File: config.mk
export PLATFORM = sky130hd
export DESIGN_NAME = rcu_refresh
export DESIGN_NICKNAME = d
export VERILOG_FILES = /design/src/verilog/rcu_pkg.sv /design/src/verilog/rcu_refresh.sv
export SDC_FILE = /design/constraint.sdc
export NUM_CORES = 1
export LEC_CHECK = 0
export ABC_AREA = 1
export BUFFER_PORTS_ARGS = -buffer_cell sky130_fd_sc_hd__buf_4
export CAP_MARGIN = 20
export CORE_ASPECT_RATIO = 0.6
export CORE_MARGIN = 1.5
export CORE_UTILIZATION = 30
export DETAILED_ROUTE_END_ITERATION = 10
export GPL_ROUTABILITY_DRIVEN = 0
export GPL_TIMING_DRIVEN = 0
export PLACE_DENSITY_LB_ADDON = 0.08
export SKIP_CTS_REPAIR_TIMING = 1
export SLEW_MARGIN = 20
export SYNTH_ARGS = -nofsm -noshare
export SYNTH_HDL_FRONTEND = slang
export SYNTH_SLANG_ARGS = --single-unit
File: constraint.sdc
create_clock -name clk -period 2.2 [get_ports clk]
set_input_delay 0.22 -clock clk [delete_from_list [all_inputs] [get_ports clk]]
set_output_delay 0.22 -clock clk [all_outputs]
set_load 0.005 [all_outputs]
File: src/verilog/rcu_pkg.sv
// Package of constants and types for the refresh address and cycle block
//
// Notes on behaviour
// - Refresh cycles drive address bits 19:13 from the refresh base value.
// - Refresh cycles drive address bits 12:10 as zero, always.
// - Address bits 9:1 come from a shift counter visiting all 512 values.
// - Address bit 0 stays one through every refresh, both bus widths.
// - Refresh is a memory read; 16-bit version drives byte enable and bit 0 high.
// - 8-bit version drives active-low refresh indicator low, bit 0 high.
// - Seven-bit base places the refresh region on any 8 Kbyte boundary.
// - Row counter wrap never carries into the refresh base value.
// - Three consecutive registers: base, interval, control.
// - Interval counter decrements each clock; at one reloads and requests.
// - Row counter advances and request clears only on a completed refresh cycle.
// - Control enable starts or stops the unit; clearing it clears the counter.
package rcu_pkg;

  // ----------------------------------------------------------------
  // Register indices, consecutive
  // ----------------------------------------------------------------
  localparam logic [1:0] RCU_IDX_BASE     = 2'h0;
  localparam logic [1:0] RCU_IDX_INTERVAL = 2'h1;
  localparam logic [1:0] RCU_IDX_CONTROL  = 2'h2;

  // ----------------------------------------------------------------
  // Field positions and widths
  // ----------------------------------------------------------------
  localparam int RCU_BASE_W   = 7;
  localparam int RCU_ROW_W    = 9;
  localparam int RCU_CNT_W    = 9;
  localparam int RCU_ADDR_W   = 20;
  localparam int RCU_EN_BIT   = 15;

  // ----------------------------------------------------------------
  // Reset values
  // ----------------------------------------------------------------
  localparam logic [6:0] RCU_BASE_RST = 7'h00;
  localparam logic [8:0] RCU_CNT_RST  = 9'h000;
  localparam logic [8:0] RCU_ROW_RST  = 9'h000;

  // ----------------------------------------------------------------
  // Fixed refresh address pieces
  // ----------------------------------------------------------------
  localparam logic [2:0] RCU_ZERO_BITS = 3'h0;
  localparam logic       RCU_A0_REF    = 1'b1;

  // Address and byte-enable pins leaving toward the bus
  typedef struct packed {
    logic [19:0] addr;
    logic        bhe_n;
  } rcu_bus_t;

  // Register write request
  typedef struct packed {
    logic        wr;
    logic [1:0]  idx;
    logic [15:0] data;
  } rcu_wr_t;

endpackage

File: src/verilog/rcu_refresh.sv
// Refresh address formation, interval counter and refresh cycle pins
`timescale 1ns/1ps
module rcu_refresh #(
  parameter bit             BUS16     = 1'b1,   // 1: 16-bit bus, 0: 8-bit
  parameter logic [8:0]     ROW_START = 9'h000  // Shift counter start value
) (
  input  wire logic              clk,           // 250 MHz clock
  input  wire logic              sys_rst,       // Sync reset, active high
  input  wire rcu_pkg::rcu_wr_t  reg_wr,        // Register write request
  input  wire logic [1:0]        reg_rd_idx,    // Register read index
  input  wire logic [19:0]       cpu_addr,      // Ordinary cycle address
  input  wire logic              cpu_bhe_n,     // Ordinary cycle byte enable
  input  wire logic              refresh_cycle, // Bus unit runs refresh
  input  wire logic              refresh_done,  // Refresh cycle completed
  output rcu_pkg::rcu_bus_t      bus_q,         // Address and bhe/refresh pin
  output logic [15:0]            reg_rdata_q,   // Register read data
  output logic                   refresh_req_q  // Refresh request to bus unit
);

  // ----------------------------------------------------------------
  // Shift counter step
  // ----------------------------------------------------------------
  // Taps 9,5 give 511 states; the zero-detect term splices in the
  // all-zero state so every row is visited once per pass.
  function automatic logic [8:0] lfsr_next(input logic [8:0] v);
    logic fb;
    fb = v[8] ^ v[4] ^ (v[7:0] == 8'h00);
    return {v[7:0], fb};
  endfunction

  // ----------------------------------------------------------------
  // State
  // ----------------------------------------------------------------
  logic [6:0]  base_q,     base_d;
  logic [8:0]  interval_q, interval_d;
  logic        en_q,       en_d;
  logic [8:0]  cnt_q,      cnt_d;
  logic [8:0]  row_q,      row_d;
  logic        req_d;
  logic [19:0] ref_addr;
  rcu_pkg::rcu_bus_t bus_d;
  logic [15:0] rdata_d;

  always_comb begin
    base_d     = base_q;
    interval_d = interval_q;
    en_d       = en_q;
    if (reg_wr.wr) begin
      case (reg_wr.idx)
        rcu_pkg::RCU_IDX_BASE:     base_d = reg_wr.data[6:0];
        rcu_pkg::RCU_IDX_INTERVAL: interval_d = reg_wr.data[8:0];
        rcu_pkg::RCU_IDX_CONTROL:  en_d = reg_wr.data[rcu_pkg::RCU_EN_BIT];
        default: begin
        end
      endcase
    end
  end

  // Interval counter and request
  always_comb begin
    if (!en_q) begin
      cnt_d = rcu_pkg::RCU_CNT_RST;
    end else if (cnt_q <= 9'h001) begin
      cnt_d = interval_q;
    end else begin
      cnt_d = cnt_q - 9'h001;
    end
    // Request is not queued: a new one while pending just stays set.
    // A set in the completing cycle wins over the clear.
    if (en_q && cnt_q == 9'h001) begin
      req_d = 1'b1;
    end else if (refresh_done) begin
      req_d = 1'b0;
    end else begin
      req_d = refresh_req_q;
    end
  end

  // Row counter, no carry into the base
  always_comb begin
    row_d = refresh_done ? lfsr_next(row_q) : row_q;
  end

  // Pins, registered: refresh values appear one cycle after the
  // bus unit flags the cycle.
  always_comb begin
    ref_addr = {base_q, rcu_pkg::RCU_ZERO_BITS, row_q,
                rcu_pkg::RCU_A0_REF};
    if (refresh_cycle) begin
      bus_d.addr  = ref_addr;
      bus_d.bhe_n = BUS16;
    end else begin
      bus_d.addr  = cpu_addr;
      bus_d.bhe_n = cpu_bhe_n;
    end
  end

  always_comb begin
    case (reg_rd_idx)
      rcu_pkg::RCU_IDX_BASE:     rdata_d = {9'h000, base_q};
      rcu_pkg::RCU_IDX_INTERVAL: rdata_d = {7'h00, interval_q};
      rcu_pkg::RCU_IDX_CONTROL:  rdata_d = {en_q, 6'h00, cnt_q};
      default:                   rdata_d = 16'h0000;
    endcase
  end

  always_ff @(posedge clk) begin
    if (sys_rst) begin
      base_q        <= rcu_pkg::RCU_BASE_RST;
      interval_q    <= rcu_pkg::RCU_CNT_RST;
      en_q          <= 1'b0;
      cnt_q         <= rcu_pkg::RCU_CNT_RST;
      row_q         <= ROW_START;
      refresh_req_q <= 1'b0;
      bus_q         <= '0;
      reg_rdata_q   <= 16'h0000;
    end else begin
      base_q        <= base_d;
      interval_q    <= interval_d;
      en_q          <= en_d;
      cnt_q         <= cnt_d;
      row_q         <= row_d;
      refresh_req_q <= req_d;
      bus_q         <= bus_d;
      reg_rdata_q   <= rdata_d;
    end
  end
endmodule // rcu_refresh
=== After elaboration in Yosys (flattened, before gate mapping) ===
Index checks and enable logic that the tools add are counted.

* Bitwise logic cells: 3
* Eq/ne operators: 5
* Order comparisons: 1
* Div/mod/pow operators: 0
* Shifts and indexed selects: 0
* Multipliers: 0
* Reduce and logical (&&, ||, !) cells: 10
* Add/sub/neg operators: 1
* Muxes and demuxes: 5

{| class="wikitable"
|+ Operator list
! cell !! number
|-
| one-hot mux 16 bit (3 select lines) || 1
|-
| 2-to-1 mux 21 bit || 1
|-
| equality test 9 x 1 -> 1 bit, second input constant || 1
|-
| <= comparator 9 x 1 -> 1 bit, second input constant || 1
|-
| 2-to-1 mux 9 bit || 1
|-
| subtractor 9 x 1 -> 9 bit, second input constant || 1
|-
| zero test 8 bit || 1
|-
| AND reduction 2 bit || 3
|-
| equality test 2 x 1 -> 1 bit, second input constant || 2
|-
| equality test 2 bit, second input constant || 2
|-
| zero test 2 bit || 2
|-
| OR reduction 2 bit || 2
|-
| 2-to-1 mux 1 bit || 2
|-
| nonzero test 2 bit || 1
|-
| XOR 1 bit || 2
|-
| logical AND 1 bit || 1
|-
| inverter 1 bit || 1
|}

* Bits in writable memories: 0
* Bits in read-only memories: 0
* Output and inout port bits: 38
* Logic and storage cells: 35
* Latch bits: 0
* Register bits after elaboration: 73
* Memories: 0
* Bits of input ports: 46

=== Depth between registers and ports, before layout ===
* Depth in word-level cells: 3
* Gate-level depth with buffers: 11
* Gate-level depth less buffers: 11

=== Worst setup path before layout ===
OpenSTA, ideal clock, no wires.

* Path kind: register to register
* Start: register cnt_q[1]
* End: register cnt_q[2]
* Required time: 2086 ps
* Buffers on the path: 1
* Arrival time: 1153 ps
* Slack: 933 ps
* Cell stages (with the launch flop): 12
* Cells stage by stage: dfxtp_1 > inv_1 > ha_1 > inv_1 > nor2_1 > nand2_1 > nor2_2 > nor2_2 > buf_6 > nand2_2 > nand2_1 > nor2_2

* Longest elaborated chain between the ends: 2
* Elaborated cells between the ends (all ways): 3
* Classes of those cells: 1 x add/sub; 1 x order compare; 1 x mux

{| class="wikitable"
|+ RTL lines
! item !! line !! text
|-
| start: declaration || rcu_refresh.sv:37 || <nowiki>logic [8:0] cnt_q, cnt_d;</nowiki>
|-
| start signal: assignment || rcu_refresh.sv:112 || <nowiki>cnt_q <= rcu_pkg::RCU_CNT_RST;</nowiki>
|-
| start signal: assignment || rcu_refresh.sv:121 || <nowiki>cnt_q <= cnt_d;</nowiki>
|-
| subtractor 9 x 1 -> 9 bit / <= comparator 9 x 1 -> 1 bit (equally long branches) || rcu_refresh.sv:66, rcu_refresh.sv:63 ||
|-
| 2-to-1 mux 9 bit * || rcu_refresh.sv:63 || <nowiki>end else if (cnt_q <= 9'h001) begin</nowiki>
|}

Every way passes the cells marked *; elsewhere a longest branch is shown, timed or not.
A chain may end at the register's enable or synchronous reset.

=== Final worst setup path ===
* Start: register cnt_q[1]
* End: register cnt_q[6]

The elaborated chain is that of the path after synthesis.

==> flow_summary.ini <==
[status]
status = complete, but fails checks
violations = DRC

[power_and_ir_drop]
worst_ir_drop_vdd_v = 0.0004220
power_density_mw_per_mm2 = 853.3
power_leakage_nw = 1.769

[layout]
drive_gt1_share_pct = 24.03
antenna_cells = 0
fillers = 926
area_delta_synth_final_pct = 37.16
final_nets = 505
utilization_pct = 43.23

[logic_synthesis]
netlist_area_mm2 = 0.002728
ys_ff_latch = 67
synth.top_cell.area_share_pct = 49.17
yosysSeqAreaShare_pct = 49.17
yosysWarnings = 0
synth-edff-count = 0
synth-main-ff-cell = dfxtp_1
yosys.area.top_type = dfxtp_1
async_flop_share_pct = 0
syn_inst = 371
synth.area.top_cells = dfxtp_1 49%, nor2_1 9.6%, o21ai_0 8.1%
yosysMostFrequentCell = nor2_1
synth_commonest_cells = 70 x nor2_1, 67 x dfxtp_1, 58 x nand2_1, 45 x inv_1, 44 x o21ai_0
syn_area_per_cell_um2 = 7.352
yosysUniqueCellTypes = 21

[cts]
clockRootBuffer = clkbuf_16
htree_num_levels = 3
clock-sinks = 67
cts_inserted_buffers = 9
path_clk_slew_ps = 60
cts.path.max_buffers = 2
cts_tree = built
insertion_delay_ps = 330

[route]
initialDrtViolationCount = 123
dr.pass1.iters = 11
ant_nets = 0
post-route-drc-count = 2
vias = 2513
drt_wl_total_mm = 7.566
post_drt_wl_per_cell_um = 13.18
avgViaCountPerCell = 4.378

[global_route]
antenna_found_initial = 0
grt_max_degree = 12
grt_pass1_vias = 2332
track_usage_pct = 16.76
grt_pass1_wl_mm = 12.32
grt_overflow = 0

[floorplanning]
dieArea_mm2 = 0.009692
initial_core_util_pct = 31.52
core_area_mm2 = 0.008653
die_height_um = 76.86
chipWidth_um = 126.1
placementRows = 26
pin_count = 84

[timing]
slew_violations = 0
final_hold_viol_count = 0
setup_violations = 0
rsz0062_at_grt = no
min_period_ps = 1408
tns_ps = 0
holdWs_ps = 94.50
clock-skew-final_ps = 7.090
post-route-period-util_pct = 63.99
timing.fmax_ghz = 0.7104

[run]
cap_viol_max_count = 0

[worst_hold_path]
hold_class = in -> reg
hold_path_depth = 3

[place]
hpwl_mm = 5.937
io_buffers = 70

[setup_path]
critPathRequiredTime_ps = 2410
worst-path-max-fanout = 6
path_cells = inv_1 -> ha_1 -> inv_1 -> nor2_1 -> nand2_1 -> nor2_2 -> inv_1 -> nand2_2 -> nand2_1 -> nand2_1 -> nor2_1
cp-end-kind = register
cp_slowest_cell = dfxtp_1
slowest_delay_ps = 310
worstPathArrival_ps = 1620
rr_worst_depth = 11
criticalPathCategory = reg -> reg
startpoint_type = register
[per-stage QoR]
step / power (mW) / worst slack [ps] / instance area, µm² / instances
final: 3.192 / 792.3 / 3741 / 574
after global routing: 3.338 / 641.9 / 3741 / 574
after CTS: 3.227 / 789.2 / 3741 / 574
after detailed placement: 1.657 / 745.6 / 3412 / 558
after global placement: 1.652 / 705.1 / 3412 / 558
after floorplan: 1.500 / 933.4 / 2746 / 376
[cell usage in the layout, fill, tap and decap left out, types with 3 or more instances in the layout]
cell	instances
nand3_1	11
nand2_1	58
clkbuf_1	11
a21oi_1	24
o21ai_0	44
dfxtp_1	67
inv_1	45
o221ai_1	3
nor2_1	70
conb_1	6
nand2_2	8
nor2_2	11
buf_4	76
clkbuf_16	9
[worst paths after layout]
path	from	endpoint	slack [ps]
hold reg to reg	en_q$_SDFFE_PP0P_	en_q$_SDFFE_PP0P_	470
hold / removal	cpu_bhe_n	bus_q[0]$_SDFF_PP0_	90
setup reg to reg	cnt_q[1]$_SDFF_PP0_	cnt_q[6]$_SDFF_PP0_	790
setup / recovery	cnt_q[1]$_SDFF_PP0_	cnt_q[6]$_SDFF_PP0_	790
[area by class of cell]
class | instances | area (µm²) | area share, %
clock buffers | 12 | 256.5 | 6.856
inverters | 46 | 172.7 | 4.615
multi-input cells | 246 | 1139 | 30.43
clock inverters | 4 | 72.57 | 1.940
flip-flops and latches | 67 | 1341 | 35.85
well taps | 112 | 140.1 | 3.746
repair buffers | 70 | 525.5 | 14.05
plain buffers | 17 | 93.84 | 2.508
[state kept, by name (all words and copies together), names as in the netlist]
name and cells:
interval_q 9, base_q 7, cnt_q 9, row_q 9
bus_q 21, reg_rdata_q 10, refresh_req_q 1, en_q 1
[critical path: cells and delay by family, from the launching register on]
kind,cells,cell delay (ps)
adders and majority gates,1,150
DFF,1,310
and+or+nand+nor,7,600
buffers and inverters,3,220
[power by group]
part | total [mW] | switching (mW) | internal [mW]
clock network | 1.56 | 0.510 | 1.05
registers | 1.30 | 0.0285 | 1.27
logic | 0.330 | 0.180 | 0.150
total | 3.19 | 0.719 | 2.47
[per-layer routing]
metal / up-vias / wire (µm) / share of wire, % / track usage, %
li1: 1324 / - / - / -
met1: 1115 / 4434 / 59 / 26.49
met2: 72 / 2694 / 36 / 20.49
met3: 2 / 428 / 5.7 / 6.071
met4: 0 / 8 / 0.11 / 4.138
met5: - / 0 / 0 / 0
[cell families after synthesis]
family / Yosys count / share of synthesized area [%]
compound gates: 74 / 14.27
xor+xnor: 4 / 1.285
fa+ha+maj: 2 / 0.9173
buf+inv: 63 / 9.770
flops: 67 / 49.17
other cells: 1 / 0.1375
simple gates: 160 / 24.45
No activity file was read; power rests on OpenSTA's default activity.
